<file path="src/core/msr_pkg.sv">
// constants for the miscellaneous and sync control register bank
// assumes a serial write port delivering 8-bit address and 28-bit data
package msr_pkg;
	localparam logic [7:0] MSR_ADDR_SOFT_RESET = 8'h10;
	localparam logic [7:0] MSR_ADDR_OUT_GATE = 8'h11;
	localparam logic [7:0] MSR_ADDR_SYNC_CFG = 8'h12;
	localparam logic [7:0] MSR_ADDR_SYNC_POL = 8'h13;
	localparam logic [7:0] MSR_ADDR_SUSPEND = 8'h14;
	localparam logic [7:0] MSR_ADDR_CORE_RUN = 8'h15;
	localparam logic [7:0] MSR_ADDR_OSC_RUN = 8'h16;
	localparam logic [7:0] MSR_ADDR_TEST = 8'h17;
	localparam logic [7:0] MSR_ADDR_UPD_LINE = 8'h18;
	localparam logic [7:0] MSR_ADDR_UPD_BLOCK = 8'h19;
	localparam logic [7:0] MSR_ADDR_GPO = 8'h1A;
	localparam logic [7:0] MSR_ADDR_MASTER = 8'h20;
	localparam logic [7:0] MSR_ADDR_PAIR_POL = 8'h21;
	localparam logic [7:0] MSR_ADDR_EDGES = 8'h22;
	localparam int MSR_DATA_W = 28;
	localparam int MSR_SEL_LSB = 8;
	localparam int MSR_HD_W = 13;
	localparam int MSR_VD_LSB = 13;
	localparam int MSR_VD_W = 12;
	localparam logic [9:0] MSR_SYNC_CFG_RST = 10'h001;
	localparam logic [1:0] MSR_SEL_CLAMP = 2'h0;
	localparam logic [1:0] MSR_SEL_BLANK = 2'h1;
	localparam logic [1:0] MSR_SEL_GPO = 2'h2;
	localparam logic [1:0] MSR_SEL_TEST = 2'h3;
endpackage

</file>
<file path="src/core/msr_sync_gen.sv">
// master-mode sync generator: free-running pixel and line counters
// assumes one clock; rise locations come from the register bank
`timescale 1ns/100ps
`default_nettype none
module msr_sync_gen import msr_pkg::*; #(
	parameter int LINE_LEN = 1024,
	parameter int FIELD_LINES = 512
) (
	// clock and reset
	input wire logic clk_i,
	input wire logic rstn_i,
	// control
	input wire logic run_i,
	input wire logic [MSR_HD_W-1:0] hd_rise_i,
	input wire logic [MSR_VD_W-1:0] vd_rise_i,
	// generated syncs, active high
	output logic hd_o,
	output logic vd_o
);
	// refuse frame sizes the counters cannot hold
	if (LINE_LEN < 4 || LINE_LEN > 8192 || FIELD_LINES < 4 ||
	    FIELD_LINES > 4096) begin : g_bad_size
		$error("msr_sync_gen: unsupported frame size");
	end
	typedef struct packed {
		logic [MSR_HD_W-1:0] pix;
		logic [MSR_VD_W-1:0] line;
		logic hd;
		logic vd;
	} msr_gen_s;
	msr_gen_s st_ff, nxt_st;
	localparam logic [MSR_HD_W-1:0] PIX_LAST = MSR_HD_W'(LINE_LEN - 1);
	localparam logic [MSR_VD_W-1:0] LINE_LAST = MSR_VD_W'(FIELD_LINES - 1);
	// counters; sync asserts at rise location and clears when the count reaches rise plus half a line / field
	always_comb begin
		nxt_st = st_ff;
		if (!run_i) begin
			nxt_st = '0;
		end else begin
			nxt_st.pix = (st_ff.pix == PIX_LAST) ? '0 : st_ff.pix + 1'b1;
			if (st_ff.pix == PIX_LAST)
				nxt_st.line = (st_ff.line == LINE_LAST) ? '0 :
				    st_ff.line + 1'b1;
			if (st_ff.pix == hd_rise_i)
				nxt_st.hd = 1'b1;
			else if (st_ff.pix == hd_rise_i + MSR_HD_W'(LINE_LEN / 2))
				nxt_st.hd = 1'b0;
			if (st_ff.line == vd_rise_i)
				nxt_st.vd = 1'b1;
			else if (st_ff.line == vd_rise_i + MSR_VD_W'(FIELD_LINES / 2))
				nxt_st.vd = 1'b0;
		end
	end
	always_ff @(posedge clk_i) begin
		if (!rstn_i)
			st_ff <= '0;
		else
			st_ff <= nxt_st;
	end
	assign hd_o = st_ff.hd;
	assign vd_o = st_ff.vd;
endmodule
`default_nettype wire

</file>
<file path="src/core/msr_regs.sv">
// miscellaneous and sync control register bank with serial write port
// assumes serial clock and data are pins sampled on the pixel clock
`timescale 1ns/100ps
`default_nettype none
module msr_regs import msr_pkg::*; #(
	parameter int LINE_LEN = 1024,
	parameter int FIELD_LINES = 512
) (
	// clock and reset
	input wire logic clk_i,
	input wire logic rstn_i,
	// three-wire serial port
	input wire logic sck_i,
	input wire logic sdata_i,
	input wire logic sl_n_i,
	// sync ball, two-way
	input wire logic sync_ball_i,
	output logic sync_ball_o,
	output logic sync_ball_oe_o,
	// vertical and horizontal sync pins, two-way
	input wire logic vd_i,
	input wire logic hd_i,
	output logic vd_o,
	output logic hd_o,
	output logic vdhd_oe_o,
	// timing sources for the sync ball mux
	input wire logic clamp_pulse_i,
	input wire logic blanking_pulse_i,
	input wire logic shutter_test_output_i,
	// controls to the rest of the device
	output logic outputs_active_o,
	output logic clock_suspend_o,
	output logic timing_core_reset_n_o,
	output logic crystal_driver_run_o,
	output logic soft_reset_o,
	output logic [MSR_DATA_W-1:0] test_bits_o
);
	// refuse frame sizes below four pixels or lines; the generator checks its own upper limits
	if (LINE_LEN < 4 || FIELD_LINES < 4) begin : g_bad_size
		$error("msr_regs: unsupported frame size");
	end
	typedef struct packed {
		logic [2:0] sck_s;
		logic [1:0] sdi_s;
		logic [1:0] sl_s;
		logic [1:0] sync_s;
		logic [1:0] vd_s;
		logic [1:0] hd_s;
		logic vd_prev;
		logic hd_prev;
		logic [35:0] shreg;
		logic [5:0] bitcnt;
		// immediate registers
		logic soft_rst;
		logic [9:0] sync_cfg;
		logic sync_pol;
		logic suspend;
		logic core_run;
		logic osc_run;
		logic [8:0] test;
		logic upd_block;
		logic master;
		logic pair_pol;
		// field registers: pending and live copies
		logic out_gate_p, out_gate;
		logic [11:0] upd_line_p, upd_line;
		logic gpo_p, general_output_value;
		logic [24:0] edges_p, edges;
		logic pend;
		logic wait_line;
		logic [11:0] line_cnt;
		// registered outputs
		logic ball_o, ball_oe;
		logic vd_out, hd_out, vdhd_oe;
		logic act;
		logic susp;
	} msr_regs_s;
	msr_regs_s st_ff, nxt_st;
	logic gen_hd, gen_vd;
	logic vd_act, hd_act, vd_fall, hd_fall, sync_act;
	logic [7:0] waddr;
	logic [MSR_DATA_W-1:0] wdata;
	logic sck_rise, wr_done, field_wr;

	// master-mode sync source
	msr_sync_gen #(
		.LINE_LEN(LINE_LEN),
		.FIELD_LINES(FIELD_LINES)
	) u_gen (
		.clk_i(clk_i),
		.rstn_i(rstn_i),
		.run_i(st_ff.master & st_ff.core_run),
		.hd_rise_i(st_ff.edges[MSR_HD_W-1:0]),
		.vd_rise_i(st_ff.edges[MSR_VD_LSB +: MSR_VD_W]),
		.hd_o(gen_hd),
		.vd_o(gen_vd)
	);

	// decoded events from synchronised pins
	always_comb begin
		sck_rise = st_ff.sck_s[1] & ~st_ff.sck_s[2];
		wr_done = st_ff.sl_s[1] & (st_ff.bitcnt == 6'd36);
		// serial word: 8 address bits then 28 data bits, lsb first
		waddr = st_ff.shreg[7:0];
		wdata = st_ff.shreg[35:8];
		// a field register is written in this cycle
		field_wr = wr_done && (waddr == MSR_ADDR_OUT_GATE ||
		    waddr == MSR_ADDR_UPD_LINE || waddr == MSR_ADDR_GPO ||
		    waddr == MSR_ADDR_EDGES);
		// slave uses pins, master its own generator
		vd_act = st_ff.master ? gen_vd : (st_ff.vd_s[1] ~^ st_ff.pair_pol);
		hd_act = st_ff.master ? gen_hd : (st_ff.hd_s[1] ~^ st_ff.pair_pol);
		vd_fall = st_ff.vd_prev & ~vd_act;
		hd_fall = st_ff.hd_prev & ~hd_act;
		// external sync active level
		sync_act = st_ff.sync_cfg[0] & (st_ff.sync_s[1] ~^ st_ff.sync_pol);
	end

	// next-state logic
	always_comb begin
		nxt_st = st_ff;
		nxt_st.sck_s = {st_ff.sck_s[1:0], sck_i};
		nxt_st.sdi_s = {st_ff.sdi_s[0], sdata_i};
		nxt_st.sl_s = {st_ff.sl_s[0], sl_n_i};
		nxt_st.sync_s = {st_ff.sync_s[0], sync_ball_i};
		nxt_st.vd_s = {st_ff.vd_s[0], vd_i};
		nxt_st.hd_s = {st_ff.hd_s[0], hd_i};
		nxt_st.vd_prev = vd_act;
		nxt_st.hd_prev = hd_act;
		nxt_st.soft_rst = 1'b0; // self-clearing
		// serial shift while load strobe is low
		if (st_ff.sl_s[1]) begin
			nxt_st.bitcnt = '0;
		end else if (sck_rise && st_ff.bitcnt != 6'd36) begin
			nxt_st.shreg = {st_ff.sdi_s[1], st_ff.shreg[35:1]};
			nxt_st.bitcnt = st_ff.bitcnt + 6'd1;
		end
		// immediate writes once load goes high after the 36th bit
		if (wr_done) begin
			nxt_st.bitcnt = '0;
			if (waddr == MSR_ADDR_SOFT_RESET)
				nxt_st.soft_rst = wdata[0];
			else if (waddr == MSR_ADDR_SYNC_CFG)
				nxt_st.sync_cfg = wdata[9:0];
			else if (waddr == MSR_ADDR_SYNC_POL)
				nxt_st.sync_pol = wdata[0];
			else if (waddr == MSR_ADDR_SUSPEND)
				nxt_st.suspend = wdata[0];
			else if (waddr == MSR_ADDR_CORE_RUN)
				nxt_st.core_run = wdata[0];
			else if (waddr == MSR_ADDR_OSC_RUN)
				nxt_st.osc_run = wdata[0];
			else if (waddr == MSR_ADDR_TEST)
				nxt_st.test = wdata[8:0];
			else if (waddr == MSR_ADDR_UPD_BLOCK)
				nxt_st.upd_block = wdata[0];
			else if (waddr == MSR_ADDR_MASTER)
				nxt_st.master = wdata[0];
			else if (waddr == MSR_ADDR_PAIR_POL)
				nxt_st.pair_pol = wdata[0];
			// field registers go to pending copies
			else if (waddr == MSR_ADDR_OUT_GATE) begin
				nxt_st.out_gate_p = wdata[0];
				nxt_st.pend = 1'b1;
			end else if (waddr == MSR_ADDR_UPD_LINE) begin
				nxt_st.upd_line_p = wdata[11:0];
				nxt_st.pend = 1'b1;
			end else if (waddr == MSR_ADDR_GPO) begin
				nxt_st.gpo_p = wdata[0];
				nxt_st.pend = 1'b1;
			end else if (waddr == MSR_ADDR_EDGES) begin
				nxt_st.edges_p = wdata[24:0];
				nxt_st.pend = 1'b1;
			end
		end
		// line counter within the field
		if (vd_fall)
			nxt_st.line_cnt = '0;
		else if (hd_fall)
			nxt_st.line_cnt = st_ff.line_cnt + 12'd1;
		// field-synchronised transfer
		if (vd_fall && !st_ff.upd_block)
			nxt_st.wait_line = 1'b1;
		if (st_ff.upd_block) begin
			nxt_st.wait_line = 1'b0;
		end else if ((st_ff.wait_line || vd_fall) &&
		    ((vd_fall ? 12'd0 : st_ff.line_cnt) == st_ff.upd_line)) begin
			nxt_st.wait_line = 1'b0;
			if (st_ff.pend) begin
				nxt_st.pend = field_wr; // a write now stays pending
				nxt_st.out_gate = st_ff.out_gate_p;
				nxt_st.upd_line = st_ff.upd_line_p;
				nxt_st.general_output_value = st_ff.gpo_p;
				nxt_st.edges = st_ff.edges_p;
			end
		end
		// sync ball: input when enabled, else selected output
		nxt_st.ball_oe = ~st_ff.sync_cfg[0];
		case (st_ff.sync_cfg[MSR_SEL_LSB +: 2])
			MSR_SEL_CLAMP: nxt_st.ball_o = clamp_pulse_i & st_ff.out_gate;
			MSR_SEL_BLANK: nxt_st.ball_o = blanking_pulse_i & st_ff.out_gate;
			MSR_SEL_GPO: nxt_st.ball_o = st_ff.general_output_value;
			default: nxt_st.ball_o = shutter_test_output_i & st_ff.out_gate;
		endcase
		if (st_ff.sync_cfg[0])
			nxt_st.ball_o = 1'b0;
		// master drives both syncs at pair polarity
		nxt_st.vdhd_oe = st_ff.master;
		nxt_st.vd_out = gen_vd ~^ st_ff.pair_pol;
		nxt_st.hd_out = gen_hd ~^ st_ff.pair_pol;
		nxt_st.act = st_ff.out_gate;
		nxt_st.susp = st_ff.suspend & sync_act;
		// soft reset returns every register to default
		if (st_ff.soft_rst) begin
			nxt_st.sync_cfg = MSR_SYNC_CFG_RST;
			nxt_st.sync_pol = 1'b0;
			nxt_st.suspend = 1'b0;
			nxt_st.core_run = 1'b0;
			nxt_st.osc_run = 1'b0;
			nxt_st.test = '0;
			nxt_st.upd_block = 1'b0;
			nxt_st.master = 1'b0;
			nxt_st.pair_pol = 1'b0;
			nxt_st.out_gate_p = 1'b0;
			nxt_st.out_gate = 1'b0;
			nxt_st.upd_line_p = '0;
			nxt_st.upd_line = '0;
			nxt_st.gpo_p = 1'b0;
			nxt_st.general_output_value = 1'b0;
			nxt_st.edges_p = '0;
			nxt_st.edges = '0;
			nxt_st.pend = 1'b0;
			nxt_st.wait_line = 1'b0;
		end
	end

	// state register; power-up defaults
	always_ff @(posedge clk_i) begin
		if (!rstn_i) begin
			st_ff <= '0;
			// synchronisers start at idle pin levels: no false edge
			st_ff.sck_s <= 3'h0;
			st_ff.sl_s <= 2'h3;
			st_ff.vd_s <= 2'h3;
			st_ff.hd_s <= 2'h3;
			st_ff.sync_cfg <= MSR_SYNC_CFG_RST;
		end else begin
			st_ff <= nxt_st;
		end
	end

	// outputs straight from flip-flops
	assign sync_ball_o = st_ff.ball_o;
	assign sync_ball_oe_o = st_ff.ball_oe;
	assign vd_o = st_ff.vd_out;
	assign hd_o = st_ff.hd_out;
	assign vdhd_oe_o = st_ff.vdhd_oe;
	assign outputs_active_o = st_ff.act;
	assign clock_suspend_o = st_ff.susp;
	assign timing_core_reset_n_o = st_ff.core_run;
	assign crystal_driver_run_o = st_ff.osc_run;
	assign soft_reset_o = st_ff.soft_rst;
	assign test_bits_o = {19'h00000, st_ff.test}; // upper 19 bits tied to zero

	// soft reset clears itself and restores defaults next cycle
	property p_soft_reset;
		@(posedge clk_i) disable iff (!rstn_i)
		st_ff.soft_rst |=> !st_ff.soft_rst && st_ff.sync_cfg == MSR_SYNC_CFG_RST
		    && !st_ff.core_run;
	endproperty
	a_soft_reset: assert property (p_soft_reset) else $error("soft reset bad");

	// gate off forces inactive output a cycle later
	property p_gate;
		@(posedge clk_i) disable iff (!rstn_i)
		!st_ff.out_gate |=> !outputs_active_o;
	endproperty
	a_gate: assert property (p_gate) else $error("outputs not inactive");

	// sync ball direction follows enable
	property p_ball_dir;
		@(posedge clk_i) disable iff (!rstn_i)
		$stable(st_ff.sync_cfg[0]) |=>
		    sync_ball_oe_o == !$past(st_ff.sync_cfg[0]);
	endproperty
	a_ball_dir: assert property (p_ball_dir) else $error("ball direction");

	// general output code passes the live bit
	property p_gpo_sel;
		@(posedge clk_i) disable iff (!rstn_i)
		!st_ff.sync_cfg[0] && st_ff.sync_cfg[9:8] == MSR_SEL_GPO
		    |=> sync_ball_o == $past(st_ff.general_output_value);
	endproperty
	a_gpo_sel: assert property (p_gpo_sel) else $error("gpo select");

	// suspend only while sync is active
	property p_suspend;
		@(posedge clk_i) disable iff (!rstn_i)
		clock_suspend_o |-> $past(st_ff.suspend) && $past(sync_act);
	endproperty
	a_suspend: assert property (p_suspend) else $error("spurious suspend");

	// blocked field registers keep their values
	property p_block;
		@(posedge clk_i) disable iff (!rstn_i)
		st_ff.upd_block && !st_ff.soft_rst |=> $stable(st_ff.edges)
		    && $stable(st_ff.general_output_value);
	endproperty
	a_block: assert property (p_block) else $error("update not blocked");

	// field registers change only on a field event or soft reset
	property p_field;
		@(posedge clk_i) disable iff (!rstn_i)
		!st_ff.soft_rst && !vd_fall && !st_ff.wait_line |=> $stable(st_ff.general_output_value);
	endproperty
	a_field: assert property (p_field) else $error("early field update");

	// sync pins driven only in master mode
	property p_master;
		@(posedge clk_i) disable iff (!rstn_i)
		!st_ff.master |=> !vdhd_oe_o;
	endproperty
	a_master: assert property (p_master) else $error("slave drives sync");

	// a field write in the same cycle as a transfer stays pending
	property p_pend_kept;
		@(posedge clk_i) disable iff (!rstn_i)
		field_wr && !st_ff.soft_rst |=> st_ff.pend;
	endproperty
	a_pend_kept: assert property (p_pend_kept)
		else $error("field write lost");

	// waiting for the update line leaves the live copy alone
	property p_line_wait;
		@(posedge clk_i) disable iff (!rstn_i)
		st_ff.wait_line && !st_ff.upd_block && !vd_fall && !st_ff.soft_rst
		    && st_ff.line_cnt != st_ff.upd_line |=> $stable(st_ff.out_gate);
	endproperty
	a_line_wait: assert property (p_line_wait)
		else $error("update before line");

	// enabled sync input leaves the ball output low
	property p_ball_in;
		@(posedge clk_i) disable iff (!rstn_i)
		st_ff.sync_cfg[0] |=> !sync_ball_o;
	endproperty
	a_ball_in: assert property (p_ball_in)
		else $error("ball driven as input");
endmodule
`default_nettype wire

</file>
<file path="config.mk">
export PLATFORM = sky130hd
export DESIGN_NAME = msr_regs
export DESIGN_NICKNAME = d
export VERILOG_FILES = /design/src/core/msr_pkg.sv /design/src/core/msr_sync_gen.sv /design/src/core/msr_regs.sv
export SDC_FILE = /design/constraint.sdc
export NUM_CORES = 1
export LEC_CHECK = 0
export ABC_CLOCK_PERIOD_IN_PS = 2600
export BUFFER_PORTS_ARGS = -buffer_cell sky130_fd_sc_hd__clkbuf_2
export CAP_MARGIN = 20
export CORE_ASPECT_RATIO = 1.2
export CORE_UTILIZATION = 40
export CTS_BUF_LIST = sky130_fd_sc_hd__clkbuf_8 sky130_fd_sc_hd__clkbuf_16
export DETAILED_ROUTE_END_ITERATION = 12
export GPL_TIMING_DRIVEN = 0
export PLACE_DENSITY_LB_ADDON = 0.3
export SYNTH_ARGS = -nofsm -noshare
export SYNTH_HDL_FRONTEND = slang
export SYNTH_SLANG_ARGS = --single-unit
</file>
<file path="constraint.sdc">
create_clock -name clk_i -period 2.6 [get_ports clk_i]
set_clock_uncertainty 0.1 [all_clocks]
set_input_delay 0.26 -clock clk_i [delete_from_list [all_inputs] [get_ports clk_i]]
set_output_delay 0.26 -clock clk_i [all_outputs]
set_load 0.02 [all_outputs]
</file>
==> summary.txt <==
Critical path
  • Slowest Stage Delay on Critical Path: between 0.3 and 0.4 ns
  • Setup crit start kind: flip-flop
  • Required @ worst endpoint: 2.93 ns
  • Worst path cell trace: buf_6 > xor2_4 > o211ai_4 > a311oi_2 > o2111ai_2 > nor4_4 > buf_4 > buf_12 > buf_12 > mux2i_1
  • WS Path Type: reg2reg
  • Crit path max-delay family: buffers and inverters
  • Worst R2R Setup Slack: approximately 0.11 ns
  • Most used cell, CP: buf_12
  • Critical R2R Launch: st_ff[99]
  • Worst setup EP type: flip-flop
  • CP Buf/Inv Count: 4
  • Max FO, Critical Path: 10
  • RR Endpoint: st_ff[81]
  • R2R cell count: 10
  • CP max stage cell: dfxtp_1
  • CP arrival: about 2.8 ns

Synth
  • Synth area leaders: dfxtp_1, nand2_1, mux2i_1
  • Seq/Total Area, Yosys: 46.9%
  • EDFF count, synth: 0
  • Post-synth ARST share: 0%
  • Synth cell count leaders: nand2_1, dfxtp_1, nor2_1
  • Synth unique cells: 57
  • Mapped Area: ~8700 µm²
  • Yosys top cell area share: between 40% and 50%
  • FF+latch count, synth: 203
  • Most common cell in the netlist: nand2_1
  • Mapped Cells: about 1000
  • Biggest area consumer among synthesized cells: dfxtp_1
  • Ys flop type: dfxtp_1
  • Yosys warning total: 0
  • Syn_area_per_cell: ~8.5 µm²

Detailed routing
  • Routed len/inst: 13.6 µm
  • Vias per inst: between 4 and 5
  • DR DRC count: 0
  • Vias after detailed routing: about 6700
  • Remaining antenna violation count after routing: 0
  • Drt first pass iters: 5
  • Initial detailed-routing violation count: a little under 400
  • Wirelength, routed: between 15000 and 20000 µm

Global routing
  • GR Util All Layers: around 17%
  • Global-route wire length before repair: between 30000 and 40000 µm
  • Number of global-route vias before repair: around 6300
  • Largest net degree at the start of global routing: 14
  • GR Overflow Total: 0
  • Initial antenna violation count: 0

Clock network
  • TritonCTS buffer count: 22
  • H-tree Lvls: 1
  • CTS tree: done
  • Root Driver: clkbuf_16
  • Clock buffer depth: 3
  • Clk_lat worst skew: ~0.5 ns
  • Worst-path clk slew: around 0.060 ns
  • Clock tree sinks: slightly above 200

Power and ir drop
  • Lkg Pwr: ~3.6 nW
  • Max VDD drop: 0.420 mV
  • Pwr per Cell Area: between 600 and 700 nW/µm²

Min path
  • Worst min path class: in2reg
  • WHS Endpoint: st_ff[171]
  • Hold depth: 2
  • Hold path start: rstn_i

Placement
  • DP HPWL: ~13000 µm
  • PortBufs: 29
  • Post-place setup slack: -0.405 ns
  • Placed cells: around 1300
  • RD Place Congestion: 0.805

Layout
  • Fin util: between 40 and 50%
  • Multi-input gate area: 4260 µm²
  • Area Growth Syn to Fin: 17.6%
  • Register Area: ~4100 µm²
  • ANT cells: 0
  • FILL cells: around 2000
  • Share of layout cells above drive strength 1: a little under an eighth
  • Final cell count without fillers: about 1400
  • Post-layout nets: roughly 1100

Floorplan
  • Starting Density: between 40% and 50%
  • Area of the core: ~21000 µm²
  • Top-Level Pins: 49
  • Chip width: ~140 µm
  • Die height: between 150 and 200 µm
  • Die ar.: between 20000 and 25000 µm²
  • Core Rows: 58

Status
  • Status: complete, no violations

STA
  • Final-report hold violation count: 0
  • Max-slew violations: 0
  • Final setup viols: 0
  • Tcrit/Tclk final: a little over nine tenths
  • Max Freq: a little over 400 MHz
  • Final worst slack: about 0.11 ns
  • Minimum clock period: around 2.5 ns
  • Worst Tran Pin Value: about 0.75 ns
  • Slew HR: between 40% and 50%

Run
  • Max Cap Viol: 0
==> registers in the layout (all words and copies together) (netlist names) <==
register,cells
clock_suspend_o,1
crystal_driver_run_o,1
hd_o,1
nxt_st,9
outputs_active_o,1
soft_reset_o,1
st_ff,148
sync_ball_o,1
sync_ball_oe_o,1
test_bits_o,9
timing_core_reset_n_o,1
u_gen.hd_o,1
u_gen.st_ff,25
u_gen.vd_o,1
vd_o,1
vdhd_oe_o,1
==> cells by family after synthesis <==
group           count (synthesis)  synth area share (%)
compound gates                122                  8.23
fa+ha+maj                       7                  1.01
mux                            68                  7.87
xor+xnor                       72                  7.49
simple gates                  446                  22.6
buf+inv                        95                  5.85
flops                         203                  46.9
other cells                     1                0.0433
==> report_power, final <==
part / total (W) / switching [W] / internal (W)
sequential: 0.00313 / 0.00000638 / 0.00312
clock: 0.00331 / 0.00124 / 0.00207
combinational: 0.000170 / 0.000114 / 0.0000559
total: 0.00661 / 0.00136 / 0.00525
==> layout by cell type (no fill, tap or decap), types with 4 or more instances in the layout <==
master / netlist / final
o21ai_0: 14 / 14
clkbuf_8: 0 / 6
nand4_1: 9 / 9
mux2i_1: 67 / 67
xnor2_1: 26 / 26
and3_1: 4 / 4
nor2_1: 95 / 94
clkinv_2: 0 / 4
nor4_1: 5 / 5
clkbuf_1: 42 / 39
clkbuf_2: 0 / 31
nand3_1: 21 / 21
buf_2: 5 / 4
and2_1: 11 / 11
conb_1: 1 / 19
nor3_1: 12 / 12
ha_1: 7 / 7
nand2_1: 236 / 236
or3_1: 10 / 9
nand2b_1: 20 / 20
buf_4: 32 / 35
a31oi_1: 6 / 5
nor2b_1: 5 / 5
clkbuf_16: 0 / 23
dlygate4sd3_1: 0 / 6
xor2_1: 45 / 45
a21oi_1: 78 / 78
inv_1: 13 / 16
dfxtp_1: 203 / 203
==> routing by layer <==
metal | part of all wire [%] | vias up | track usage [%]
met5 | 0 | - | 0
met4 | 2.1 | 0 | 5.35
met3 | 3.7 | 28 | 2.58
met2 | 47 | 107 | 29.3
met1 | 47 | 3119 | 22.7
li1 | - | 3470 | -
==> stage by stage <==
step / setup TNS (ns) / area [µm²] / power, W / hold WS (ns)
2_1_floorplan: 0 / 8740 / 0.00331 / 0.261
3_3_place_gp: -9.78 / 9220 / 0.00336 / 0.288
3_5_place_dp: -10.98 / 9220 / 0.00336 / 0.298
4_1_cts: 0 / 10100 / 0.00668 / 0.0962
5_1_grt: -0.0671 / 10200 / 0.00682 / 0.0803
6_report: 0 / 10200 / 0.00661 / 0.0824
==> layout make-up <==
cell class | instances | area share (%)
Tap cell | 270 | 3.31
Clock buffer | 29 | 6.45
Multi-Input combinational cell | 734 | 41.8
Clock inverter | 11 | 1.26
Buffer | 80 | 4.59
Timing Repair Buffer | 38 | 2.23
Sequential cell | 203 | 39.9
Inverter | 14 | 0.515
==> what timing repair did <==
item                                   in CTS  in global routing
buffers inserted                            0                  3
hold buffers                                6                  0
endpoints found under the hold margin       6                  0
setup endpoints to repair                  72                109
gates resized for setup                     5                 17
pin swaps                                   1                  5
==> worst max-delay path by stage <==
| stage | slack (ns) | start | to | depth (start not counted) |
|---|---|---|---|---|
| floorplan | 0.26 | st_ff[126] | st_ff[139] | 9 |
| global placement | -0.40 | rstn_i | st_ff[81] | 8 |
| detailed placement | -0.40 | rstn_i | st_ff[81] | 8 |
| CTS | 0.01 | st_ff[126] | test_bits_o[8] | 9 |
| global route | -0.03 | st_ff[99] | st_ff[81] | 10 |
| finish | 0.11 | st_ff[99] | st_ff[81] | 10 |
(Power assumes the default switching activity.)
